`config.mk`:
```
export PLATFORM = sky130hd
export DESIGN_NAME = radio_coexistence_arbiter_cfg
export DESIGN_NICKNAME = d
export VERILOG_FILES = /design/src/verilog/coex_pkg.sv /design/src/verilog/radio_coexistence_arbiter_cfg.sv /design/src/verilog/periodic_request_gen.sv /design/src/verilog/priority_pulse_gen.sv
export SDC_FILE = /design/constraint.sdc
export NUM_CORES = 1
export LEC_CHECK = 0
export BUFFER_PORTS_ARGS = -buffer_cell sky130_fd_sc_hd__buf_2
export CAP_MARGIN = 5
export CELL_PAD_IN_SITES_DETAIL_PLACEMENT = 0
export CELL_PAD_IN_SITES_GLOBAL_PLACEMENT = 1
export CORE_MARGIN = 2
export CORE_UTILIZATION = 36
export CTS_BUF_LIST = sky130_fd_sc_hd__clkbuf_4
export CTS_CLUSTER_SIZE = 28
export DETAILED_ROUTE_END_ITERATION = 8
export PLACE_DENSITY_LB_ADDON = 0.1
export SYNTH_ARGS = -nofsm -noshare
export SYNTH_HDL_FRONTEND = slang
export SYNTH_SLANG_ARGS = --single-unit
```
`constraint.sdc`:
```
create_clock -name core_clk -period 7 [get_ports core_clk]
set_clock_uncertainty 0.05 [all_clocks]
set_input_delay 1.05 -clock core_clk [delete_from_list [all_inputs] [get_ports core_clk]]
set_output_delay 1.05 -clock core_clk [all_outputs]
set_load 0.005 [all_outputs]
```
`src/verilog/coex_pkg.sv`:
```
package coex_pkg;
  // Timing
  localparam int CLK_NS = 10;
  localparam int US_NS = 1000;
  localparam int MS_NS = 1000000;
  localparam int HALF_MS_NS = 500000;
  localparam int US_CYC = US_NS / CLK_NS;
  localparam int DUTY_STEPS = 100;
  localparam int PWM_TICK_CYC = HALF_MS_NS / CLK_NS / DUTY_STEPS;

  // Value identifiers and lengths in bytes
  localparam logic [7:0] ARBITRATION_ENABLE_ID = 8'h31;
  localparam logic [7:0] OPTION_WORD_ID = 8'h32;
  localparam logic [7:0] PERIODIC_REQUEST_ID = 8'h35;
  localparam logic [7:0] DIRECTIONAL_WIDTH_ID = 8'h36;
  localparam logic [2:0] ENABLE_LEN = 3'h1;
  localparam logic [2:0] OPTION_LEN = 3'h4;
  localparam logic [2:0] PERIODIC_LEN = 3'h3;
  localparam logic [2:0] DIR_LEN = 3'h1;

  // Option word fields
  localparam int RETRY_TIMEOUT_LSB = 0;
  localparam int RETRY_TIMEOUT_W = 8;
  localparam int ACK_SUPPRESS_BIT = 8;
  localparam int TX_ABORT_BIT = 9;
  localparam int TX_HIGH_BIT = 10;
  localparam int RX_HIGH_BIT = 11;
  localparam int RETRY_HIGH_BIT = 12;
  localparam int RETRY_REQ_BIT = 13;
  localparam int HOLD_OFF_EN_BIT = 14;
  localparam int FORCE_HOLDOFF_BIT = 16;
  localparam int MAC_SYNC_BIT = 17;
  localparam int ASSERT_SEL_LSB = 18;
  localparam int ASSERT_SEL_W = 2;
  localparam int CCA_THR_LSB = 20;
  localparam int CCA_THR_W = 3;
  localparam int MAC_THR_LSB = 25;
  localparam int MAC_THR_W = 2;
  localparam logic [31:0] OPTION_WRITABLE = 32'h067f7fff;
  localparam logic [1:0] SEL_PREAMBLE = 2'h0;
  localparam logic [1:0] SEL_SPLIT = 2'h2;

  // Periodic request coding
  localparam logic [7:0] PWM_OFF = 8'h00;
  localparam logic [7:0] PWM_LOW = 8'h80;
  localparam logic [7:0] PWM_HIGH = 8'h82;
  localparam logic [7:0] DUTY_MIN = 8'h05;
  localparam logic [7:0] DUTY_MAX = 8'h5f;
  localparam logic [7:0] PERIOD_MIN = 8'h0a;
  localparam logic [7:0] PERIOD_MAX = 8'hda;

  // Byte 0 is the mode, in the low bits
  typedef struct packed {
    logic [7:0] interval;
    logic [7:0] duty;
    logic [7:0] mode;
  } periodic_request_settings_t;

  typedef struct packed {
    logic write;
    logic [7:0] id;
    logic [2:0] len;
    logic [31:0] data;
  } value_req_t;

  typedef struct packed {
    logic err;
    logic [2:0] len;
    logic [31:0] data;
  } value_rsp_t;

  typedef struct packed {
    logic preamble;
    logic addrMatch;
    logic rxEnd;
    logic txWant;
    logic txStart;
    logic txEnd;
    logic ccaFail;
    logic macFail;
    logic retryStart;
  } radio_evt_t;

  typedef enum logic [2:0] {
    S_IDLE = 3'h1,
    S_RX = 3'h2,
    S_TX = 3'h4
  } arb_state_t;
endpackage

```
`src/verilog/radio_coexistence_arbiter_cfg.sv`:
```
`timescale 1ns/10ps
// Operation
// - Retry timeout ms from option bits 7:0
// - Bit 8 suppresses acks without secure grant
// - Bit 9 aborts transmit when grant drops
// - Bit 12 gives retry request high priority
// - Bit 13 enables request in retry window
// - Bit 14 enables the hold-off input
// - Bit 16 forces request low
// - Bit 17 holds MAC until grant
// - Bits 19:18 pick receive request event
// - Bits 22:20 CCA failure escalation threshold
// - Bits 26:25 MAC failure escalation threshold
// - Value 0x31 byte enables arbitration
// - Value 0x32 carries option word, four bytes
// - Mode byte 00 off, 80 low, 82 high
// - Duty 5 to 95 percent, 1% steps
// - Period codes 10..218 in half milliseconds
// - Directional width 0 off, else microseconds
// - Value 0x35: mode, duty, period bytes
// - Select 00/01,11/10 event encoding
// - Forced holdoff drops request and priority, holds MAC
// - Synchronised MAC waits for grant
module radio_coexistence_arbiter_cfg
  import coex_pkg::*;
#(
  parameter int MS_CYC = MS_NS / CLK_NS,
  parameter logic [31:0] OPTION_RESET = 32'h0,
  parameter logic ENABLE_RESET = 1'b0,
  parameter logic [23:0] PERIODIC_RESET = 24'h0,
  parameter logic [7:0] DIR_WIDTH_RESET = 8'h0
) (
  // Clock and reset
  input wire logic core_clk,
  input wire logic rst_n,
  input wire logic ce,
  // Value get and set
  input wire logic valReqValid,
  input wire value_req_t valReq,
  output logic valRspValid,
  output value_rsp_t valRsp,
  // Radio core
  input wire radio_evt_t radioEvt,
  output logic ackSuppress,
  output logic txAbort,
  output logic macHold,
  // Arbiter pins
  input wire logic grantPin,
  input wire logic radioHoldOffPin,
  output logic requestPin,
  output logic priorityPin,
  output logic dirPriorityPin
);

  logic enableQ;
  logic [31:0] optQ;
  periodic_request_settings_t pwmCfgQ;
  logic [7:0] dirWidthQ;
  logic [2:0] grantSyncQ;
  logic [2:0] holdSyncQ;
  logic grantQ;
  logic holdQ;
  logic grantPrevQ;
  arb_state_t stateQ;
  arb_state_t stateD;
  logic rxAddrQ;
  logic [7:0] retryCntQ;
  logic [31:0] msPreQ;
  logic [CCA_THR_W-1:0] ccaCntQ;
  logic [MAC_THR_W-1:0] macCntQ;
  logic [2:0] expLen;
  logic reqErr;

  // Option fields
  logic [RETRY_TIMEOUT_W-1:0] retryTimeout;
  logic [ASSERT_SEL_W-1:0] assertSel;
  logic [CCA_THR_W-1:0] ccaThr;
  logic [MAC_THR_W-1:0] macThr;
  logic ackSupEn, abortEn, txHighEn, rxHighEn, retryHighEn;
  logic retryReqEn, holdEn, forceHold, macSyncEn;
  assign retryTimeout = optQ[RETRY_TIMEOUT_LSB +: RETRY_TIMEOUT_W];
  assign ackSupEn = optQ[ACK_SUPPRESS_BIT];
  assign abortEn = optQ[TX_ABORT_BIT];
  assign txHighEn = optQ[TX_HIGH_BIT];
  assign rxHighEn = optQ[RX_HIGH_BIT];
  assign retryHighEn = optQ[RETRY_HIGH_BIT];
  assign retryReqEn = optQ[RETRY_REQ_BIT];
  assign holdEn = optQ[HOLD_OFF_EN_BIT];
  assign forceHold = optQ[FORCE_HOLDOFF_BIT];
  assign macSyncEn = optQ[MAC_SYNC_BIT];
  assign assertSel = optQ[ASSERT_SEL_LSB +: ASSERT_SEL_W];
  assign ccaThr = optQ[CCA_THR_LSB +: CCA_THR_W];
  assign macThr = optQ[MAC_THR_LSB +: MAC_THR_W];

  // Value port: length check, one-cycle answer
  function automatic logic [2:0] lenOf(input logic [7:0] id);
    case (id)
      ARBITRATION_ENABLE_ID: lenOf = ENABLE_LEN;
      OPTION_WORD_ID: lenOf = OPTION_LEN;
      PERIODIC_REQUEST_ID: lenOf = PERIODIC_LEN;
      DIRECTIONAL_WIDTH_ID: lenOf = DIR_LEN;
      default: lenOf = 3'h0;
    endcase
  endfunction

  assign expLen = lenOf(valReq.id);
  // Enable accepts only 0 or 1
  assign reqErr = (expLen == 3'h0)
    || (valReq.write && valReq.len != expLen)
    || (valReq.write && valReq.id == ARBITRATION_ENABLE_ID
        && valReq.data[7:0] > 8'h1);

  always_ff @(posedge core_clk) begin
    if (!rst_n) begin
      enableQ <= ENABLE_RESET;
      optQ <= OPTION_RESET & OPTION_WRITABLE;
      pwmCfgQ <= PERIODIC_RESET;
      dirWidthQ <= DIR_WIDTH_RESET;
    end else if (ce && valReqValid && valReq.write && !reqErr) begin
      case (valReq.id)
        ARBITRATION_ENABLE_ID: enableQ <= valReq.data[0];
        // Reserved bits kept zero even if software sets them
        OPTION_WORD_ID: optQ <= valReq.data & OPTION_WRITABLE;
        PERIODIC_REQUEST_ID: pwmCfgQ <= valReq.data[23:0];
        DIRECTIONAL_WIDTH_ID: dirWidthQ <= valReq.data[7:0];
        default: enableQ <= enableQ;
      endcase
    end
  end

  always_ff @(posedge core_clk) begin
    if (!rst_n) begin
      valRspValid <= 1'b0;
      valRsp <= '0;
    end else if (ce) begin
      valRspValid <= valReqValid;
      if (valReqValid) begin
        valRsp.err <= reqErr;
        valRsp.len <= reqErr ? 3'h0 : expLen;
        case (valReq.id)
          ARBITRATION_ENABLE_ID: valRsp.data <= 32'(enableQ);
          OPTION_WORD_ID: valRsp.data <= optQ;
          PERIODIC_REQUEST_ID: valRsp.data <= 32'(pwmCfgQ);
          DIRECTIONAL_WIDTH_ID: valRsp.data <= 32'(dirWidthQ);
          default: valRsp.data <= '0;
        endcase
      end
    end
  end

  // Pin inputs: third stage must agree before a change counts
  always_ff @(posedge core_clk) begin
    if (!rst_n) begin
      grantSyncQ <= '0;
      holdSyncQ <= '0;
      grantQ <= 1'b0;
      holdQ <= 1'b0;
      grantPrevQ <= 1'b0;
    end else if (ce) begin
      grantSyncQ <= {grantSyncQ[1:0], grantPin};
      holdSyncQ <= {holdSyncQ[1:0], radioHoldOffPin};
      if (grantSyncQ[2] == grantSyncQ[1]) grantQ <= grantSyncQ[2];
      if (holdSyncQ[2] == holdSyncQ[1]) holdQ <= holdSyncQ[2];
      grantPrevQ <= grantQ;
    end
  end

  logic holdActive, grantLost, txAbortD;
  assign holdActive = holdEn && holdQ;
  assign grantLost = grantPrevQ && !grantQ;
  assign txAbortD = enableQ && abortEn && stateQ == S_TX && grantLost;

  always_comb begin
    stateD = stateQ;
    case (stateQ)
      S_IDLE: begin
        if (radioEvt.txStart) stateD = S_TX;
        else if (radioEvt.preamble) stateD = S_RX;
      end
      S_RX: begin
        if (radioEvt.rxEnd) stateD = S_IDLE;
      end
      S_TX: begin
        if (radioEvt.txEnd || txAbortD) stateD = S_IDLE;
      end
      default: stateD = S_IDLE;
    endcase
  end

  always_ff @(posedge core_clk) begin
    if (!rst_n) begin
      stateQ <= S_IDLE;
      rxAddrQ <= 1'b0;
    end else if (ce) begin
      stateQ <= stateD;
      rxAddrQ <= (stateD == S_RX) && (rxAddrQ || radioEvt.addrMatch);
    end
  end

  // Receive retry window, counted in whole milliseconds
  always_ff @(posedge core_clk) begin
    if (!rst_n) begin
      retryCntQ <= '0;
      msPreQ <= '0;
    end else if (ce) begin
      if (radioEvt.retryStart) begin
        retryCntQ <= retryTimeout;
        msPreQ <= '0;
      end else if (retryCntQ != 8'h0) begin
        if (msPreQ == 32'(MS_CYC - 1)) begin
          msPreQ <= '0;
          retryCntQ <= retryCntQ - 8'h1;
        end else begin
          msPreQ <= msPreQ + 32'h1;
        end
      end
    end
  end

  // Escalation counters saturate, cleared by a transmit end without MAC failure
  always_ff @(posedge core_clk) begin
    if (!rst_n) begin
      ccaCntQ <= '0;
      macCntQ <= '0;
    end else if (ce) begin
      if (radioEvt.txEnd && !radioEvt.macFail) begin
        ccaCntQ <= '0;
        macCntQ <= '0;
      end else begin
        if (radioEvt.ccaFail && ccaCntQ != '1)
          ccaCntQ <= ccaCntQ + {{(CCA_THR_W-1){1'b0}}, 1'b1};
        if (radioEvt.macFail && macCntQ != '1)
          macCntQ <= macCntQ + {{(MAC_THR_W-1){1'b0}}, 1'b1};
      end
    end
  end

  logic pwmReq, pwmHigh, escalate;
  logic rxReq, rxPrio, txReq, txPrio, retryReq, retryPrio;
  logic reqD, prioD, dirTrigger;

  periodic_request_gen u_pwm (
    .core_clk(core_clk),
    .rst_n(rst_n),
    .ce(ce),
    .cfg(pwmCfgQ),
    .pwmReq(pwmReq),
    .pwmHigh(pwmHigh)
  );

  assign escalate = (ccaThr != '0 && ccaCntQ >= ccaThr)
    || (macThr != '0 && macCntQ >= macThr);
  assign rxReq = stateQ == S_RX && (assertSel[0] ? rxAddrQ : 1'b1);
  assign rxPrio = stateQ == S_RX && ((assertSel == SEL_SPLIT) ? rxAddrQ
    : (rxReq && rxHighEn));
  assign txReq = radioEvt.txWant || stateQ == S_TX;
  assign txPrio = txReq && (txHighEn || escalate);
  assign retryReq = retryCntQ != 8'h0 && retryReqEn;
  assign retryPrio = retryReq && retryHighEn;
  // Priority is dropped too, so the far end sees a quiet radio
  assign reqD = enableQ && !forceHold
    && (rxReq || txReq || retryReq || pwmReq);
  assign prioD = enableQ && !forceHold
    && (rxPrio || txPrio || retryPrio || pwmHigh);
  assign dirTrigger = reqD && !requestPin && stateQ == S_RX;

  always_ff @(posedge core_clk) begin
    if (!rst_n) begin
      requestPin <= 1'b0;
      priorityPin <= 1'b0;
      ackSuppress <= 1'b0;
      txAbort <= 1'b0;
      macHold <= 1'b0;
    end else if (ce) begin
      requestPin <= reqD;
      priorityPin <= prioD;
      ackSuppress <= enableQ && ackSupEn
        && (!(requestPin && grantQ) || holdActive);
      txAbort <= txAbortD;
      macHold <= enableQ
        && ((macSyncEn && !grantQ) || holdActive || forceHold);
    end
  end

  priority_pulse_gen u_dir (
    .core_clk(core_clk),
    .rst_n(rst_n),
    .ce(ce),
    .trigger(dirTrigger),
    .widthUs(dirWidthQ),
    .pulseOut(dirPriorityPin)
  );
endmodule

```
`src/verilog/periodic_request_gen.sv`:
```
`timescale 1ns/10ps
module periodic_request_gen
  import coex_pkg::*;
#(
  parameter int TICK_CYC = PWM_TICK_CYC
) (
  // Clock and reset
  input wire logic core_clk,
  input wire logic rst_n,
  input wire logic ce,
  // Settings
  input wire periodic_request_settings_t cfg,
  // Request out
  output logic pwmReq,
  output logic pwmHigh
);
  logic [15:0] tickQ;
  logic [15:0] posQ;
  logic [15:0] posEnd;
  logic [15:0] onEnd;
  logic runs;

  // Out-of-range codes are clamped rather than rejected
  function automatic logic [7:0] clampByte(input logic [7:0] v,
                                           input logic [7:0] lo,
                                           input logic [7:0] hi);
    return (v < lo) ? lo : ((v > hi) ? hi : v);
  endfunction

  assign runs = (cfg.mode == PWM_LOW) || (cfg.mode == PWM_HIGH);
  assign posEnd = 16'(clampByte(cfg.interval, PERIOD_MIN, PERIOD_MAX))
    * 16'(DUTY_STEPS);
  assign onEnd = 16'(clampByte(cfg.interval, PERIOD_MIN, PERIOD_MAX))
    * 16'(clampByte(cfg.duty, DUTY_MIN, DUTY_MAX));

  always_ff @(posedge core_clk) begin
    if (!rst_n) begin
      tickQ <= '0;
      posQ <= '0;
    end else if (ce) begin
      if (!runs) begin
        tickQ <= '0;
        posQ <= '0;
      end else if (tickQ == 16'(TICK_CYC - 1)) begin
        tickQ <= '0;
        posQ <= (posQ >= posEnd - 16'h1) ? 16'h0 : posQ + 16'h1;
      end else begin
        tickQ <= tickQ + 16'h1;
      end
    end
  end

  always_ff @(posedge core_clk) begin
    if (!rst_n) begin
      pwmReq <= 1'b0;
      pwmHigh <= 1'b0;
    end else if (ce) begin
      pwmReq <= runs && (posQ < onEnd);
      pwmHigh <= (cfg.mode == PWM_HIGH) && (posQ < onEnd);
    end
  end
endmodule

```
`src/verilog/priority_pulse_gen.sv`:
```
`timescale 1ns/10ps
module priority_pulse_gen
  import coex_pkg::*;
(
  // Clock and reset
  input wire logic core_clk,
  input wire logic rst_n,
  input wire logic ce,
  // Control
  input wire logic trigger,
  input wire logic [7:0] widthUs,
  // Pulse out
  output logic pulseOut
);
  logic [15:0] preQ;
  logic [7:0] remQ;

  // Retrigger restarts the pulse at full width
  always_ff @(posedge core_clk) begin
    if (!rst_n) begin
      preQ <= '0;
      remQ <= '0;
    end else if (ce) begin
      if (trigger && widthUs != 8'h0) begin
        preQ <= '0;
        remQ <= widthUs;
      end else if (remQ != 8'h0) begin
        if (preQ == 16'(US_CYC - 1)) begin
          preQ <= '0;
          remQ <= remQ - 8'h1;
        end else begin
          preQ <= preQ + 16'h1;
        end
      end
    end
  end

  assign pulseOut = remQ != 8'h0;
endmodule

```
* Yosys cells after proc, flatten, opt, wreduce, memory -nomap -nowiden *
Index checks and enable logic that the tools add are counted.

storage, ports and cells
  bits in registers = 215
  input bits = 59
  output and inout port bits = 43

operators by class
  add/sub/neg operators = 9
  $mul = 2
  order comparisons = 9
  equal/unequal tests = 20
  multiplexer cells = 35
  reduce and logical (&&, ||, !) cells = 86

operators by type and width
  cell                                                    number
  two-way mux 16 bit                                      8
  case mux 27 bit (4 select lines)                        1
  two-way mux 32 bit                                      3
  two-way mux 8 bit                                       10
  adder 16 x 1 -> 16 bit (second input constant)          3
  logical AND 1 bit                                       36
  adder 32 x 1 -> 32 bit (second input constant)          1
  equality test 32 x 17 -> 1 bit (second input constant)  1
  equality test 8 x 6 -> 1 bit (second input constant)    4
  AND reduction 2 bit                                     12
  nonzero test 8 bit                                      3
  two-way mux 3 bit                                       7
  case mux 3 bit (3 select lines)                         2
  logical OR 1 bit                                        17
  equality test 16 x 7 -> 1 bit (second input constant)   1
  equality test 16 x 9 -> 1 bit (second input constant)   1
  equality test 8 bit (second input constant)             2
  >= comparator 16 bit                                    1
  less-than comparator 16 bit                             1
  multiplier 8 x 8 -> 16 bit                              1
  subtractor 15 x 1 -> 16 bit (second input constant)     1
  subtractor 8 x 1 -> 8 bit (second input constant)       2
  nonzero test 2 bit                                      7
  multiplier 8 x 5 -> 13 bit (second input constant)      1
  other kinds (24)                                        35

* Depth between registers and ports, before layout *
  depth after elaboration = 11
  mapped depth = 30

* Cells and area by module *
From an unflattened synthesis, not the netlist that was laid out.

second synthesis, totals
  cells, all modules = 1638
  area total of the unflattened synthesis = 13854.5 µm²

modules (own cells, without submodules)
  module                         times used  cells an instance  area an instance (µm²)  sequential area each (µm²)
  radio_coexistence_arbiter_cfg  1           809                7071.8                  3022.9
  periodic_request_gen           1           644                5281.3                  680.7
  priority_pulse_gen             1           185                1501.4                  480.5

* Worst setup path before layout *
No wires, ideal clock.

  path type = register to register
  start = register pwmCfgQ[23] (netlist name)
  end = register u_pwm.pwmHigh
  data arrival time = 6.362 ns
  required time = 6.876 ns
  setup slack = 0.513 ns
  stages on the path, launching flop included = 30
  buffers on the path = 2
  path through = dfxtp_1 > clkbuf_1 > or4_1 > o2111ai_1 > clkbuf_1 > inv_1 > nand3_1 > fa_1 > fa_1 > inv_1 > fa_1 > inv_1 > fa_1 > inv_1 > ha_1 > nor3_1 > nor2_1 > a31oi_1 > nor2b_1 > o21a_1 > o211ai_1 > xor2_1 > ha_1 > nand4_1 > nor2_1 > nand3_1 > nor2_1 > a2111oi_0 > o21ai_0 > o21ai_0

on the way
  longest elaborated chain between the ends = 6
  elaborated cells on any way between the ends = 7

ends and longest elaborated chain
  element                          RTL line                              RTL
  from (decl)                      radio_coexistence_arbiter_cfg.sv:57   periodic_request_settings_t pwmCfgQ;
  from (signal assigned)           radio_coexistence_arbiter_cfg.sv:124  PERIODIC_REQUEST_ID: pwmCfgQ <= valReq.data[23:0];
  > comparator 8 bit               periodic_request_gen.sv:27            return (v < lo) ? lo : ((v > hi) ? hi : v);
  two-way mux 8 bit                periodic_request_gen.sv:27
  two-way mux 8 bit (*)            periodic_request_gen.sv:27
  multiplier 8 x 8 -> 16 bit (*)   periodic_request_gen.sv:34            * 16'(clampByte(cfg.duty, DUTY_MIN, DUTY_MAX));
  less-than comparator 16 bit (*)  periodic_request_gen.sv:59            pwmHigh <= (cfg.mode == PWM_HIGH) && (posQ < onEnd);
  logical AND 1 bit (*)            periodic_request_gen.sv:59
  to (signal assigned)             periodic_request_gen.sv:59
  to (decl)                        periodic_request_gen.sv:15            output logic pwmHigh

Mark *: on every way between the ends. The rest lies on a longest branch, timed or not.
A chain may end at the register's enable or synchronous reset.

* Final worst setup path *
Ends and elaborated chain as after synthesis.

==> impl_metrics.ini <==
[cts]
cts.sinks = 209
htreeDepth = 2
tritoncts = yes
clock_latency_ns = 0.82
clkSlewWorstSetupHoldPaths_ns = 0.06
max-clock-path-buffers = 3
cts-root-buf = clkbuf_4
cts_made_buffers = 60
hold_buffers = 0

[power_and_ir_drop]
switchingPower_uw = 665.8
p_leak_uw = 0.006285
p_int_uw = 1860
pwr-share-clk = 0.465
power.total_uw = 2526
ir_drop_mv = 0.1141
p_comb_frac = 0.058
swShare = 0.2636
powerDensity_nw_per_um2 = 167.2
seqPwrFrac = 0.478

[floorplanning]
initial_core_util = 0.3636
io_pins = 102
dieArea_sq_um = 38270
die_h_microns = 195.6
core.rowCount = 70
core-area_sq_um = 36350
die_x_microns = 195.6

[placed_design]
place_ws_ns = -0.01756
dpl.cell_count = 2183
portBuffers = 89
gp_congestion = 0.7904
dp_hpwl_microns = 27160

[critical_path]
cpPeakStageDelay_ns = 0.56
crit_family = adder cells
required_ns = 7.69
arrival_ns = 7.23
start_kind = flip-flop
endpoint_kind = flip-flop
slowest_stage = or4_4
path_buf_inv = 4
path_max_fanout = 5
critPathKind = reg -> reg

[route]
viasPerCell = 5.161
antenna_left = 0
vias = 11860
drt_iter0_drc = 640
first_pass_iters = 5
drc = 0
post_drt_wl_per_cell_microns = 16.31
drt_wl_total_microns = 37470

[yosys]
yosysWarningCount = 0
netlist.area_leader.share = 0.3165
syn_area_sq_um = 13220
synth_fa_ha_area_frac = 0.1641
synthArstFlopShare = 0
synth-seq-cells = 209
synth.area.mux_share = 0.01287
synth_cell_types = 74
synth_compound_area_frac = 0.1476
synth_cells = 1654
synth_edf_count = 0
synthTopCellsByArea = dfxtp_1, ha_1, nor2_1
synth_largest_area_cell = dfxtp_1
synth_flop_cell = dfxtp_1
synth_top_family_by_area = simple AND/OR/NAND/NOR gates
synth-xor-area-share = 0.06295
avgSynthCellArea_sq_um = 7.991
synthSimpleGateAreaFrac = 0.2405
ys_seq_area_frac = 0.3165

[global_routing]
grt_pass1_wl_microns = 61680
antenna_found_initial = 2
grtUsageTotal = 0.2011
grt-ovfl-total = 0
grt_pass1_vias = 11580
grt_max_degree = 64

[timing]
setup_violations = 0
timing.hold.ws_ns = 0.3631
rsz0062_at_grt = no
timing.fmax_mhz = 153.0
tightestPinTransition_ns = 1.156
hold_viol_final = 0
drv_slew = 0
min_period_ns = 6.535
max_slew_margin = 0.2274
setup_slack_ns = 0.4653
fin_crit_sh = 0.9335

[flow_run]
drv_cap = 0

[final_layout]
finish.utilization = 0.4156
finalNonFillerCells = 2298
layout.cells.most_common = nor2_1
drive_gt1_frac = 0.1406
fill_cells = 3828
syn2layout_area_growth_pct = 14.27
final_cell_mix = nor2_1, dfxtp_1, nand2_1
num-nets-final = 1990

[outcome]
outcome = complete, no violations

[hold_path]
hold_path.class = reg -> reg
-- repair_timing --
item / CTS / global route
resized for setup: 1 / 10
hold endpoints to repair: 0 / 0
setup buffers: 0 / 4
endpoints found under the setup margin: 1 / 2
pin swaps: 0 / 3
-- stage by stage --
step                      setup TNS [ns]  instance area (sq um)
after detailed placement        -0.01756                  14240
after floorplan                        0                  13260
final                                  0                  15100
after global routing                   0                  15100
after global placement                 0                  14240
after CTS                              0                  15030
-- path summary, 6_finish.rpt --
path,start,endpoint,slack [ns],depth (start not counted)
setup / recovery,pwmCfgQ[23]$_SDFFE_PN0P_,u_pwm.pwmHigh$_SDFFE_PN0P_,0.47,28
hold / removal,grantSyncQ[2]$_SDFFE_PN0P_,grantQ$_SDFFE_PN0P_,0.36,2
setup reg to reg,pwmCfgQ[23]$_SDFFE_PN0P_,u_pwm.pwmHigh$_SDFFE_PN0P_,0.47,28
hold reg to reg,grantSyncQ[2]$_SDFFE_PN0P_,grantQ$_SDFFE_PN0P_,0.36,2
-- synthesized netlist by cell type, types with 4 or more instances --
cell and count:
nand3_1 81, xnor2_1 31, nand2b_1 14, or2_2 7
xor2_1 64, buf_1 5, a21oi_1 112, a22oi_1 18
clkbuf_1 53, dfxtp_1 209, and4_1 8, o31ai_1 10
nand2_1 169, buf_2 9, o21ai_0 82, nor4b_1 4
or4_1 7, nor2b_1 14, o21a_1 4, a2111oi_0 4
inv_1 100, o211ai_1 11, mux2i_1 17, nor3_1 26
buf_4 9, a211oi_1 7, or3_1 13, fa_1 39
and3_1 19, a222oi_1 8, a21o_1 13, nor2_1 263
nand4_1 26, nor4_1 18, ha_1 111, or3b_2 4
a31oi_1 6
-- per-layer routing --
metal  share of wire  routed length [microns]  global-route usage  vias to the layer above
met1            0.47                    17630              0.2663                     5582
li1                -                        -                   -                     5998
met4           0.024                      913             0.06785                        0
met5               0                        0                   0                        -
met3           0.048                     1806             0.03869                       58
met2            0.46                    17120              0.3286                      222
-- power by group through the flow --
| stage | logic [uW] | clock network [uW] | registers [uW] |
|---|---|---|---|
| after floorplan | 96.1 | 0 | 1230 |
| after global placement | 146 | 0 | 1230 |
| after detailed placement | 146 | 0 | 1230 |
| after CTS | 146 | 1230 | 1210 |
| after global routing | 165 | 1300 | 1210 |
| final | 145 | 1170 | 1210 |
-- logic make-up (layout without fill, tap and decap cells) --
family	count (synthesis)	after routing
AND/OR/NAND/NOR	689	689
AO/OA/AOI/OAI	313	313
flip-flops	209	209
buffers and inverters	179	341
adder cells (fa/ha/maj)	150	150
XOR/XNOR	95	95
multiplexers	17	17
other	2	16
-- registers in the layout, summed over array words and instances, names as in the netlist, 3 cells and up --
signal	count
dirWidthQ	8
optQ	24
u_pwm.tickQ	16
u_pwm.posQ	16
stateQ	3
valRsp	30
u_dir.preQ	16
retryCntQ	8
msPreQ	32
ccaCntQ	3
holdSyncQ	3
grantSyncQ	3
pwmCfgQ	24
u_dir.remQ	8
-- layout make-up --
type	instances	area [sq um]	area share
Inverter	102	384.1	0.02543
Clock buffer	95	713.2	0.04722
Tap cell	468	585.6	0.03877
Sequential cell	209	4184	0.2770
Multi-Input combinational cell	1278	8406	0.5565
Antenna cell	2	5.005	0.0003313
Clock inverter	14	73.82	0.004887
Timing Repair Buffer	130	753.2	0.04987
-- worst reg2reg max path: cells and delay by family (launching register included) --
family | cells | cell delay, ns
fa+ha+maj | 6 | 2.64
compound gates | 9 | 1.78
simple gates | 8 | 1.28
flops | 1 | 0.31
buf+inv | 4 | 0.24
xor+xnor | 1 | 0.17
(Power assumes the default switching activity.)
